<file path="src/rtl/core_pkg.sv">
package core_pkg;
   localparam int STACK_DEPTH = 8;
   localparam int PC_WIDTH = 13;
   localparam int DATA_WIDTH = 8;

   // Data memory map
   localparam logic [7:0] ADDR_IND_A = 8'h00;
   localparam logic [7:0] ADDR_PTR_A = 8'h01;
   localparam logic [7:0] ADDR_IND_B = 8'h02;
   localparam logic [7:0] ADDR_PTR_B = 8'h03;
   localparam logic [7:0] ADDR_ACC = 8'h05;
   localparam logic [7:0] ADDR_FLAGS = 8'h0A;
   localparam logic [7:0] ADDR_IRQ = 8'h0B;
   localparam logic [7:0] ADDR_GP_LO = 8'h30;
   localparam logic [7:0] ADDR_GP_HI = 8'hFF;
   localparam logic [7:0] READ_ZERO = 8'h00;

   // Flags register fields
   localparam int FLAG_CARRY = 0;
   localparam int FLAG_HALF = 1;
   localparam int FLAG_ZERO = 2;
   localparam int FLAG_SWRAP = 3;
   localparam int FLAG_HALTED = 4;
   localparam int FLAG_WDEXP = 5;

   // Interrupt control fields
   localparam int IRQ_GLOBAL = 0;
   localparam int IRQ_T0_EN = 2;
   localparam int IRQ_T1_EN = 3;
   localparam int IRQ_T0_PEND = 5;
   localparam int IRQ_T1_PEND = 6;
   localparam logic [7:0] IRQ_RW_MASK = 8'h6D;

   // Reset values
   localparam logic [7:0] PTR_RESET = 8'h00;
   localparam logic [7:0] ACC_RESET = 8'h00;
   localparam logic [3:0] FLAGS_RESET = 4'h0;
   localparam logic [7:0] IRQ_RESET = 8'h00;

   // Interrupt vectors
   localparam logic [PC_WIDTH-1:0] VEC_TIMER0 = 13'h0008;
   localparam logic [PC_WIDTH-1:0] VEC_TIMER1 = 13'h000C;

   typedef enum logic [4:0] {
      OP_ADD = 5'h00, OP_ADC = 5'h01, OP_SUB = 5'h02, OP_SBC = 5'h03,
      OP_DAA = 5'h04, OP_AND = 5'h05, OP_OR = 5'h06, OP_XOR = 5'h07,
      OP_CPL = 5'h08, OP_RL = 5'h09, OP_RR = 5'h0A, OP_RLC = 5'h0B,
      OP_RRC = 5'h0C, OP_INC = 5'h0D, OP_DEC = 5'h0E, OP_MOVA = 5'h0F,
      OP_MOVM = 5'h10, OP_SZ = 5'h11, OP_SNZ = 5'h12
   } alu_op_t;

   typedef struct packed {
      alu_op_t op;
      logic [7:0] addr;
      logic [7:0] imm;
      logic use_imm;
      logic to_mem;
   } exec_req_t;

   typedef struct packed {
      logic ack;
      logic [PC_WIDTH-1:0] vector;
   } irq_take_t;
endpackage

</file>
<file path="src/rtl/mcu_stack_status_interrupt_core.sv">
// Operation
// - Eight-level hidden return stack, program counter only
// - Calls and acks push; returns pop
// - Reset points stack index at top
// - Full stack records request, delays acknowledge
// - Call on full stack drops oldest
// - 256 bytes; unused low space reads zero
// - Locations 00H/02H access through pointers
// - Self-indirect access reads zero, writes nothing
// - Accumulator at 05H, handles immediate data
// - Full 8-bit ALU operation set
// - Bit 0 carry, no-borrow, rotate carry
// - Bit 1 low-nibble carry or no-borrow
// - Bit 2 set on zero result
// - Bit 3 carry-in differs carry-out of msb
// - Halt and watchdog flag set/clear sources
// - Software cannot write bits 4-5; 6-7 zero
// - Status never saved on call or entry
// - Timer 0 pending, vector 08H, clears global
// - Timer 1 likewise, bits 3/6, vector 0CH
// - Inside handler requests only pend
// - Interrupt return sets global enable; plain not
// - Service on phase pulse edge; timer 0 first
// - Pending flags hold until serviced or cleared
// - Bit 0 global, bit 2 timer 0 enable
`timescale 1ns/1ps
`default_nettype none
module mcu_stack_status_interrupt_core
   import core_pkg::*;
#(
   parameter int DEPTH = STACK_DEPTH
) (
   input wire logic sys_clk,
   input wire logic arst_n,
   input wire logic call_op,
   input wire logic plain_back_op,
   input wire logic irq_back_op,
   input wire logic [PC_WIDTH-1:0] instr_pointer,
   input wire logic exec_valid,
   input wire exec_req_t exec_req,
   input wire logic halt_op,
   input wire logic watchdog_kick_op,
   input wire logic watchdog_timeout,
   input wire logic timer0_overflow,
   input wire logic timer1_overflow,
   input wire logic phase_two_pulse,
   output logic [PC_WIDTH-1:0] return_pc,
   output logic return_valid,
   output irq_take_t irq_take,
   output logic skip_next,
   output logic [7:0] acc_out,
   output logic [7:0] flags_out,
   output logic [7:0] irq_ctrl_out,
   output logic stack_full
);
   localparam int IDXW = $clog2(DEPTH);

   if (DEPTH < 2 || (1 << IDXW) != DEPTH) begin : g_bad_depth
      $error("DEPTH must be a power of two of at least 2");
   end

   logic [PC_WIDTH-1:0] stack_mem [DEPTH];
   logic [IDXW-1:0] return_depth_index;
   logic [IDXW:0] fill_count;
   logic [7:0] ram [ADDR_GP_LO:ADDR_GP_HI];
   logic [7:0] ptr_reg_a;
   logic [7:0] ptr_reg_b;
   logic [7:0] acc_reg;
   logic arith_wrap_out_flag;
   logic half_nibble_flag;
   logic null_result_flag;
   logic signed_wrap_flag;
   logic halted_flag;
   logic watchdog_expired_flag;
   logic global_irq_allow;
   logic timer0_irq_allow;
   logic timer1_irq_allow;
   logic timer0_irq_pending;
   logic timer1_irq_pending;
   logic phase_prev_reg;
   logic [7:0] flags_view;
   logic [7:0] irq_view;

   assign flags_view = {2'b00, watchdog_expired_flag, halted_flag, signed_wrap_flag,
                        null_result_flag, half_nibble_flag, arith_wrap_out_flag};
   assign irq_view = {1'b0, timer1_irq_pending, timer0_irq_pending, 1'b0,
                      timer1_irq_allow, timer0_irq_allow, 1'b0, global_irq_allow};
   assign stack_full = (fill_count == (IDXW + 1)'(DEPTH));
   assign acc_out = acc_reg;
   assign flags_out = flags_view;
   assign irq_ctrl_out = irq_view;

   // Interrupt arbitration on the rising edge of the phase pulse
   logic phase_edge;
   logic t0_ready;
   logic t1_ready;
   logic irq_fire;
   logic [PC_WIDTH-1:0] irq_vec;
   assign phase_edge = phase_two_pulse && !phase_prev_reg;
   assign t0_ready = timer0_irq_pending && timer0_irq_allow;
   assign t1_ready = timer1_irq_pending && timer1_irq_allow;
   // Withheld while stack is full or another stack operation is in flight
   assign irq_fire = phase_edge && global_irq_allow && (t0_ready || t1_ready)
                     && !stack_full && !call_op && !plain_back_op && !irq_back_op;
   assign irq_vec = t0_ready ? VEC_TIMER0 : VEC_TIMER1;

   logic do_push;
   logic do_pop;
   assign do_push = call_op || irq_fire;
   assign do_pop = (plain_back_op || irq_back_op) && !call_op;

   always_ff @(posedge sys_clk or negedge arst_n) begin
      if (!arst_n) begin
         phase_prev_reg <= 1'b0;
      end else begin
         phase_prev_reg <= phase_two_pulse;
      end
   end

   // Return stack: circular, so a push on a full stack overwrites the oldest
   always_ff @(posedge sys_clk) begin
      if (do_push) begin
         stack_mem[return_depth_index] <= instr_pointer;
      end
   end

   always_ff @(posedge sys_clk or negedge arst_n) begin
      if (!arst_n) begin
         return_depth_index <= '0;
         fill_count <= '0;
      end else if (do_push) begin
         return_depth_index <= return_depth_index + 1'b1;
         if (!stack_full) begin
            fill_count <= fill_count + 1'b1;
         end
      end else if (do_pop && fill_count != '0) begin
         return_depth_index <= return_depth_index - 1'b1;
         fill_count <= fill_count - 1'b1;
      end
   end

   always_ff @(posedge sys_clk or negedge arst_n) begin
      if (!arst_n) begin
         return_pc <= '0;
         return_valid <= 1'b0;
      end else begin
         return_valid <= do_pop;
         if (do_pop) begin
            return_pc <= stack_mem[return_depth_index - 1'b1];
         end
      end
   end

   always_ff @(posedge sys_clk or negedge arst_n) begin
      if (!arst_n) begin
         irq_take <= '0;
      end else begin
         irq_take.ack <= irq_fire;
         if (irq_fire) begin
            irq_take.vector <= irq_vec;
         end
      end
   end

   // Data memory read, resolving pointers
   function automatic logic [7:0] read_loc(input logic [7:0] a);
      logic [7:0] v;
      v = READ_ZERO;
      case (a)
         ADDR_PTR_A: v = ptr_reg_a;
         ADDR_PTR_B: v = ptr_reg_b;
         ADDR_ACC: v = acc_reg;
         ADDR_FLAGS: v = flags_view;
         ADDR_IRQ: v = irq_view;
         default: begin
            if (a >= ADDR_GP_LO) begin
               v = ram[a];
            end
         end
      endcase
      return v;
   endfunction

   logic [7:0] eff_addr;
   logic [7:0] operand;
   assign eff_addr = (exec_req.addr == ADDR_IND_A) ? ptr_reg_a :
                     (exec_req.addr == ADDR_IND_B) ? ptr_reg_b : exec_req.addr;
   // A pointer aiming at an indirect location falls to the zero default
   assign operand = exec_req.use_imm ? exec_req.imm : read_loc(eff_addr);

   // ALU
   logic [7:0] alu_y;
   logic [7:0] result;
   logic cin;
   logic [8:0] sum;
   logic [4:0] low_sum;
   logic [7:0] bit7_sum;
   logic arith;
   logic set_carry;
   logic set_zero;
   logic new_carry;
   logic [8:0] daa_val;
   logic writes_result;
   logic skip_now;

   always_comb begin
      alu_y = operand;
      cin = 1'b0;
      case (exec_req.op)
         OP_ADC: cin = arith_wrap_out_flag;
         OP_SUB: begin
            alu_y = ~operand;
            cin = 1'b1;
         end
         OP_SBC: begin
            alu_y = ~operand;
            cin = arith_wrap_out_flag;
         end
         default: cin = 1'b0;
      endcase
   end

   assign sum = {1'b0, acc_reg} + {1'b0, alu_y} + {8'h00, cin};
   assign low_sum = {1'b0, acc_reg[3:0]} + {1'b0, alu_y[3:0]} + {4'h0, cin};
   assign bit7_sum = {1'b0, acc_reg[6:0]} + {1'b0, alu_y[6:0]} + {7'h00, cin};

   always_comb begin
      daa_val = {1'b0, operand};
      if (operand[3:0] > 4'h9 || half_nibble_flag) begin
         daa_val = daa_val + 9'h006;
      end
      if (daa_val[7:4] > 4'h9 || arith_wrap_out_flag || daa_val[8]) begin
         daa_val = daa_val + 9'h060;
      end
   end

   always_comb begin
      result = operand;
      arith = 1'b0;
      set_carry = 1'b0;
      set_zero = 1'b0;
      new_carry = arith_wrap_out_flag;
      writes_result = 1'b1;
      skip_now = 1'b0;
      case (exec_req.op)
         OP_ADD, OP_ADC, OP_SUB, OP_SBC: begin
            result = sum[7:0];
            arith = 1'b1;
            set_carry = 1'b1;
            set_zero = 1'b1;
            new_carry = sum[8];
         end
         OP_DAA: begin
            result = daa_val[7:0];
            set_carry = 1'b1;
            new_carry = daa_val[8] || arith_wrap_out_flag;
         end
         OP_AND: begin
            result = acc_reg & operand;
            set_zero = 1'b1;
         end
         OP_OR: begin
            result = acc_reg | operand;
            set_zero = 1'b1;
         end
         OP_XOR: begin
            result = acc_reg ^ operand;
            set_zero = 1'b1;
         end
         OP_CPL: begin
            result = ~operand;
            set_zero = 1'b1;
         end
         OP_RL: result = {operand[6:0], operand[7]};
         OP_RR: result = {operand[0], operand[7:1]};
         OP_RLC: begin
            result = {operand[6:0], arith_wrap_out_flag};
            set_carry = 1'b1;
            new_carry = operand[7];
         end
         OP_RRC: begin
            result = {arith_wrap_out_flag, operand[7:1]};
            set_carry = 1'b1;
            new_carry = operand[0];
         end
         OP_INC: begin
            result = operand + 8'h01;
            set_zero = 1'b1;
         end
         OP_DEC: begin
            result = operand - 8'h01;
            set_zero = 1'b1;
         end
         OP_MOVA: result = operand;
         OP_MOVM: result = acc_reg;
         OP_SZ: begin
            writes_result = 1'b0;
            skip_now = (operand == 8'h00);
         end
         OP_SNZ: begin
            writes_result = 1'b0;
            skip_now = (operand != 8'h00);
         end
         default: writes_result = 1'b0;
      endcase
   end

   logic mem_wr;
   logic acc_wr;
   assign mem_wr = exec_valid && writes_result && exec_req.to_mem && !exec_req.use_imm;
   assign acc_wr = exec_valid && writes_result && !(exec_req.to_mem && !exec_req.use_imm);

   always_ff @(posedge sys_clk or negedge arst_n) begin
      if (!arst_n) begin
         skip_next <= 1'b0;
      end else begin
         skip_next <= exec_valid && skip_now;
      end
   end

   always_ff @(posedge sys_clk) begin
      if (mem_wr && eff_addr >= ADDR_GP_LO) begin
         ram[eff_addr] <= result;
      end
   end

   always_ff @(posedge sys_clk or negedge arst_n) begin
      if (!arst_n) begin
         ptr_reg_a <= PTR_RESET;
         ptr_reg_b <= PTR_RESET;
      end else if (mem_wr) begin
         if (eff_addr == ADDR_PTR_A) begin
            ptr_reg_a <= result;
         end
         if (eff_addr == ADDR_PTR_B) begin
            ptr_reg_b <= result;
         end
      end
   end

   always_ff @(posedge sys_clk or negedge arst_n) begin
      if (!arst_n) begin
         acc_reg <= ACC_RESET;
      end else if (acc_wr || (mem_wr && eff_addr == ADDR_ACC)) begin
         acc_reg <= result;
      end
   end

   // Arithmetic flags; the ALU update wins over a store to the flags register
   logic flags_store;
   assign flags_store = mem_wr && eff_addr == ADDR_FLAGS;

   always_ff @(posedge sys_clk or negedge arst_n) begin
      if (!arst_n) begin
         {signed_wrap_flag, null_result_flag, half_nibble_flag, arith_wrap_out_flag} <= FLAGS_RESET;
      end else if (exec_valid) begin
         if (flags_store) begin
            arith_wrap_out_flag <= result[FLAG_CARRY];
            half_nibble_flag <= result[FLAG_HALF];
            null_result_flag <= result[FLAG_ZERO];
            signed_wrap_flag <= result[FLAG_SWRAP];
         end
         if (set_carry) begin
            arith_wrap_out_flag <= new_carry;
         end
         if (arith) begin
            half_nibble_flag <= low_sum[4];
            signed_wrap_flag <= bit7_sum[7] ^ sum[8];
         end
         if (set_zero) begin
            null_result_flag <= (result == 8'h00);
         end
      end
   end

   always_ff @(posedge sys_clk or negedge arst_n) begin
      if (!arst_n) begin
         halted_flag <= 1'b0;
         watchdog_expired_flag <= 1'b0;
      end else begin
         if (halt_op) begin
            halted_flag <= 1'b1;
         end else if (watchdog_kick_op) begin
            halted_flag <= 1'b0;
         end
         if (watchdog_timeout) begin
            watchdog_expired_flag <= 1'b1;
         end else if (halt_op || watchdog_kick_op) begin
            watchdog_expired_flag <= 1'b0;
         end
      end
   end

   // Interrupt control register
   logic irq_store;
   assign irq_store = mem_wr && eff_addr == ADDR_IRQ;

   always_ff @(posedge sys_clk or negedge arst_n) begin
      if (!arst_n) begin
         {timer1_irq_allow, timer0_irq_allow} <= 2'b00;
      end else if (irq_store) begin
         timer0_irq_allow <= result[IRQ_T0_EN];
         timer1_irq_allow <= result[IRQ_T1_EN];
      end
   end

   always_ff @(posedge sys_clk or negedge arst_n) begin
      if (!arst_n) begin
         global_irq_allow <= IRQ_RESET[IRQ_GLOBAL];
      end else if (irq_fire) begin
         global_irq_allow <= 1'b0;
      end else if (irq_back_op) begin
         global_irq_allow <= 1'b1;
      end else if (irq_store) begin
         global_irq_allow <= result[IRQ_GLOBAL];
      end
   end

   // Overflow sets win over both acknowledge and software clear
   always_ff @(posedge sys_clk or negedge arst_n) begin
      if (!arst_n) begin
         timer0_irq_pending <= IRQ_RESET[IRQ_T0_PEND];
         timer1_irq_pending <= IRQ_RESET[IRQ_T1_PEND];
      end else begin
         if (timer0_overflow) begin
            timer0_irq_pending <= 1'b1;
         end else if (irq_fire && t0_ready) begin
            timer0_irq_pending <= 1'b0;
         end else if (irq_store) begin
            timer0_irq_pending <= result[IRQ_T0_PEND];
         end
         if (timer1_overflow) begin
            timer1_irq_pending <= 1'b1;
         end else if (irq_fire && !t0_ready) begin
            timer1_irq_pending <= 1'b0;
         end else if (irq_store) begin
            timer1_irq_pending <= result[IRQ_T1_PEND];
         end
      end
   end
endmodule // mcu_stack_status_interrupt_core
`default_nettype wire

</file>
<file path="config.mk">
export PLATFORM = sky130hd
export DESIGN_NAME = mcu_stack_status_interrupt_core
export DESIGN_NICKNAME = d
export VERILOG_FILES = /design/src/rtl/core_pkg.sv /design/src/rtl/mcu_stack_status_interrupt_core.sv
export SDC_FILE = /design/constraint.sdc
export NUM_CORES = 2
export LEC_CHECK = 0
export CAP_MARGIN = 20
export CORE_MARGIN = 5
export CORE_UTILIZATION = 30
export CTS_CLUSTER_SIZE = 40
export DETAILED_ROUTE_END_ITERATION = 8
export DONT_BUFFER_PORTS = 1
export GPL_ROUTABILITY_DRIVEN = 0
export HOLD_SLACK_MARGIN = 0.06
export PLACE_DENSITY = 0.46
export SYNTH_ARGS = -nofsm -noshare
export SYNTH_HDL_FRONTEND = slang
export SYNTH_SLANG_ARGS = --single-unit
</file>
<file path="constraint.sdc">
create_clock -name sys_clk -period 16.39 [get_ports sys_clk]
set_input_delay 0.8195 -clock sys_clk [delete_from_list [all_inputs] [get_ports sys_clk]]
set_output_delay 0.8195 -clock sys_clk [all_outputs]
set_load 0.01 [all_outputs]
</file>
* Word level (Yosys, flattened, before mapping)
Memory sizes are Yosys's and may differ from the RTL's. A register that Yosys moved wholly into a read port is not among the register bits.
Cells that the tools add are included.
W data, S select, Z words.
** Storage, ports and cells
- Flip-flop bits (word level) :: 59
- Bits in writable memories :: 1768
- Input bits :: 48
- Output and inout port bits :: 54
- Memories kept :: 2
** Memories
- ram :: words 208, width 8, read ports 1, clocked after Yosys merged registers in 0, write ports 1, line mcu_stack_status_interrupt_core.sv:65 : logic [7:0] ram [ADDR_GP_LO:ADDR_GP_HI];
- stack_mem :: words 8, width 13, read ports 1, clocked after Yosys merged registers in 1, write ports 1, line mcu_stack_status_interrupt_core.sv:62 : logic [PC_WIDTH-1:0] stack_mem [DEPTH];
** Operators by class
- Add/subtract/negate cells :: 14
- Magnitude comparators :: 3
- Eq/ne operators :: 27
- Multiplexer cells :: 47
- Bitwise operators :: 5
- Reduce and logical (&&, ||, !) cells :: 68
** Operators with widths (count)
- $pmux W8 S13 :: 1
- $eq A5 B4 Y1 const B :: 8
- $mux W8 :: 5
- $pmux W8 S5 :: 1
- $mux W1 :: 29
- $logic_not A8 Y1 :: 3
- $logic_and A1 B1 Y1 :: 23
- $eq A5 B3 Y1 const B :: 4
- $mux W9 :: 2
- $reduce_or A17 Y1 :: 1
- $eq A8 B2 Y1 const B :: 2
- $eq A8 B4 Y1 const B :: 2
- $eq A5 B5 Y1 const B :: 3
- $mux W4 :: 3
- $reduce_bool A2 Y1 :: 6
- $eq A5 B2 Y1 const B :: 2
- $reduce_and A2 Y1 :: 5
- $reduce_or A10 Y1 :: 1
- $add A8 B3 Y9 const B :: 1
- $add A8 B8 Y9 :: 1
- $add A9 B1 Y9 :: 1
- $add A9 B7 Y9 const B :: 1
- $logic_not A1 Y1 :: 9
- $logic_or A1 B1 Y1 :: 9
- other kinds (34) :: 41

* Logic depth before layout (Yosys ltp)
- Word-level depth :: 18
- Mapped depth :: 37
- Depth with buffers taken out :: 26

* Least setup slack after synthesis
OpenSTA, ideal clock, no wires.
- Kind :: input -> register
- Start :: in exec_req[16] in the netlist's numbering
- End :: mem ram[100][4] (data pin)
- Setup time :: 1.850 ns
- Data arrival time :: 12.558 ns
- Slack :: 1.982 ns
- Stages :: 15
- Cell sequence :: or4_1 -> buf_4 -> o31ai_2 -> buf_6 -> buf_8 -> mux4_2 -> a22oi_1 -> a21oi_1 -> a2111oi_0 -> nor4bb_1 -> a221oi_1 -> a21oi_1 -> o21ai_0 -> nor2_1 -> o21ai_0
** On the way
- Longest elaborated chain between the ends :: 15
- Elaborated cells on any way between the ends :: 33
- Classes of those cells :: 6 x add/sub; 3 x order compare; 6 x eq/ne; 9 x mux; 4 x bitwise; 4 x reduce/logical; 1 x memory
** Ends and longest elaborated chain
- start, declared :: line mcu_stack_status_interrupt_core.sv:40 : input wire exec_req_t exec_req,
- $eq A8 B2 Y1 :: line mcu_stack_status_interrupt_core.sv:187 : (exec_req.addr == ADDR_IND_B) ? ptr_reg_b : exec_req.addr;
- $mux W8 :: line mcu_stack_status_interrupt_core.sv:187
- $mux W8 (*) :: line mcu_stack_status_interrupt_core.sv:186 : assign eff_addr = (exec_req.addr == ADDR_IND_A) ? ptr_reg_a :
- $mem_v2 Z208 W8 or $ge A8 B6 Y1 (tied branches)
- $mux W8 :: line mcu_stack_status_interrupt_core.sv:176 : if (a >= ADDR_GP_LO) begin
- $pmux W8 S5 (*) :: line mcu_stack_status_interrupt_core.sv:169 : case (a)
- $mux W8 (*) :: line mcu_stack_status_interrupt_core.sv:189 : assign operand = exec_req.use_imm ? exec_req.imm : read_loc(eff_addr);
- parallel branches: the longest is 7 deep, another holds $add A8 B3 Y9
- $pmux W8 S13 (*) :: line mcu_stack_status_interrupt_core.sv:245 : case (exec_req.op)
- named net result[4] :: line mcu_stack_status_interrupt_core.sv:193 : logic [7:0] result;
- end, declared :: line mcu_stack_status_interrupt_core.sv:65
Mark *: on every way through the listed nets, which the timed path passes.

* Worst setup path in the final report
- Start :: in exec_req[16] in the netlist's numbering
- End :: mem ram[54][7] (data pin)
Same word-level chain as after synthesis.

==> out/metrics.yaml <==
logic_synthesis:
  yosysMostFrequentCell: "edfxtp_1"
  synth_area_mm2: 0.07607
  avgSynthCellArea_um2: 14.09
  synth.distinct_cells: 100
  synth_edf_count: 1768
  synthCells: 5401
  ys_seq_area_share_pct: 71.79
  synth_ff_type: "edfxtp_1"
  synth_seq_cells: 1829
  ys_warn_count: 0
  synth_top_area_cell: "edfxtp_1"
  synth-async-reset-ratio_pct: 3.335
  synth.area.top_cells: "edfxtp_1, nand2_1, mux2i_1, nand3_1, dfrtp_1"
  synth_common_cells: "edfxtp_1, nand2_1, nand3_1"
  synth_top_area_share_pct: 69.79
floorplanning:
  dieArea_mm2: 0.2637
  ios: 102
  die_height_um: 513.6
  row_count: 184
  core_mm2: 0.2519
  initial_core_util_pct: 30.20
  die_w_um: 513.6
sta:
  period_share_pct: 62.52
  min_period_ps: 10250
  maxSlewViolCount: 0
  holdWs_ps: 125.6
  relSlewSlack_pct: 15.41
  worst_slew_pin_slew_ps: 1264
  finalSetupViolCount: 0
  worst_slack_ps: 6142
  report.final.hold_viol_count: 0
  fin_setup_tns_ps: 0
  fmax_mhz: 97.58
  fin_skew_ps: 52.93
  rsz0062_at_grt: "no"
cts:
  numCtsBuffers: 198
  cts_sinks: 1829
  clkTransAtPathRegs_ps: 60
  htree_levels: 4
  cts_root_buf: "clkbuf_16"
  cts_tree: "yes"
  cts.path.max_buffers: 3
  cts_setup_buffers: 0
  worstSkewPairLatency_ps: 860
final_layout:
  reg_top3: "ram x1664, stack_mem x104, return_pc x13"
  fin_nets: 5599
  layout-drive-gt1-share_pct: 11.60
  fill_cells: 24390
  multi_input_area_mm2: 0.01975
  syn2layout_area_growth_pct: 14.62
  area.sequential_mm2: 0.05462
  top_register: "ram"
  fin_util_pct: 34.62
  largest_register_ff_count: 1664
detailed_routing:
  via_per_inst: 5.483
  firstDrtPassIters: 8
  antenna_left: 0
  vias: 49470
  drt-wirelength-per-cell_um: 31.55
  wirelength_um: 284700
  dr.first_iter.drc_count: 6302
  post-route-drc-count: 0
placed_design:
  io_buffers: 0
  dp_slack_ps: 5703
  dp_hpwl_um: 180500
critical_path:
  cp-end-kind: "flip-flop"
  arrival_ps: 10560
  crit_type: "input pin to flip-flop"
  worst-path-max-fanout: 152
  required_ps: 16700
  start_kind: "input pin"
global_routing:
  antenna_found_initial: 21
  grt_pass1_vias: 47180
  grt_remaining_overflow: 0
  grt_pass1_wl_um: 393000
  grt_usage_pct: 20.96
  grt_max_degree: 204
job:
  maxCapViolations: 0
power_and_ir_drop:
  p_leak_nw: 28.88
  powerDensity_mw_per_mm2: 128.9
  peakVddDrop_v: 0.00008848
run_status:
  status: "finished, final reports clean"
worst_hold_path:
  hp-class: "input pin to flip-flop"
==> layout make-up <==
cell class	instances	area share (%)
Antenna cell	12	0.03444
Multi-Input combinational cell	3191	22.65
Sequential cell	1829	62.64
Clock buffer	255	6.169
Clock inverter	96	1.046
Inverter	45	0.2052
Tap cell	3348	4.804
Timing Repair Buffer	247	2.455
==> repair_timing <==
| item | CTS | global route |
|---|---|---|
| gates resized for setup | 0 | 0 |
| hold buffers | 23 | 0 |
| endpoints found under the hold margin | 173 | 0 |
==> critical path, cell delays in order <==
cell and delay (ps):
or4_1 940, o31ai_4 530, buf_12 490, buf_4 670, buf_4 640, a311oi_1 210
nor3_1 850, or4_1 240, a32oi_1 150, a31oi_2 790, xor2_1 170, fa_1 390
inv_1 110, a21o_1 120, a21o_1 130, a21oi_1 80, o21bai_1 200, a21oi_1 100
o21bai_1 230, xor2_1 140, a21oi_1 150, o21ai_0 110, a211oi_1 230, o21ai_0 170
a221o_1 400, nor2b_4 130, buf_4 300, buf_12 340
==> where the power goes <==
part / internal (mW) / switching (mW)
combinational: 0.355 / 0.956
clock: 2.54 / 1.87
sequential: 5.45 / 0.0698
total: 8.34 / 2.89
==> cells by family (layout without fill, tap and decap cells) <==
logic type	count (synthesis)	count (layout)	synth area share (%)
flops	1829	1829	71.79
other cells	1	28	0.004929
compound gates	749	749	7.283
buf+inv	396	643	2.814
simple gates	1979	1979	11.07
xor+xnor	30	30	0.3454
mux	377	377	5.993
fa+ha+maj	40	40	0.6941
==> metrics by stage <==
step	power, mW	std cells	instance area, um^2
after floorplan	6.437	5416	76130
final	11.24	9023	87190
after global routing	11.59	9015	87170
after CTS	11.31	8999	87060
after global placement	6.903	8587	80150
after detailed placement	6.919	8625	80520
==> cell usage in the layout, fill, tap and decap left out, types with 31 or more instances in the layout <==
master,instances
clkbuf_1,45
nand3_1,317
mux2i_1,298
a21oi_1,127
o21ai_0,57
a32oi_1,87
nand2_1,1140
clkbuf_16,206
nor4_1,38
a221oi_1,38
a22oi_1,31
ha_1,35
buf_4,181
nor3_1,32
mux4_2,61
dfrtp_1,60
and3_1,47
inv_1,39
a31oi_1,69
edfxtp_1,1768
o22ai_1,45
nor2_1,288
clkinv_1,39
a211oi_1,55
==> path summary, 6_finish.rpt <==
check / from / end / cells past startpoint / slack, ps
max in group asynchronous: arst_n / return_depth_index[0] / 2 / 15530
hold / removal: exec_valid / half_nibble_flag / 1 / 130
setup reg to reg: ptr_reg_b[3] / ram[54][7] / 31 / 6420
setup / recovery: exec_req[16] / ram[54][7] / 28 / 6140
min in group asynchronous: arst_n / acc_out[6] / 2 / 550
hold reg to reg: fill_count[3] / fill_count[3] / 1 / 500
==> metal layers <==
metal  vias up  GRT usage (%)  part of all wire (%)
met1     25750          28.73                    42
met2      2449          32.31                    45
li1      20770              -                     -
met4        12          8.023                   4.1
met3       490          4.975                   8.8
met5         -         0.1802                 0.047
Note: power is estimated with default switching activity, not from simulation.
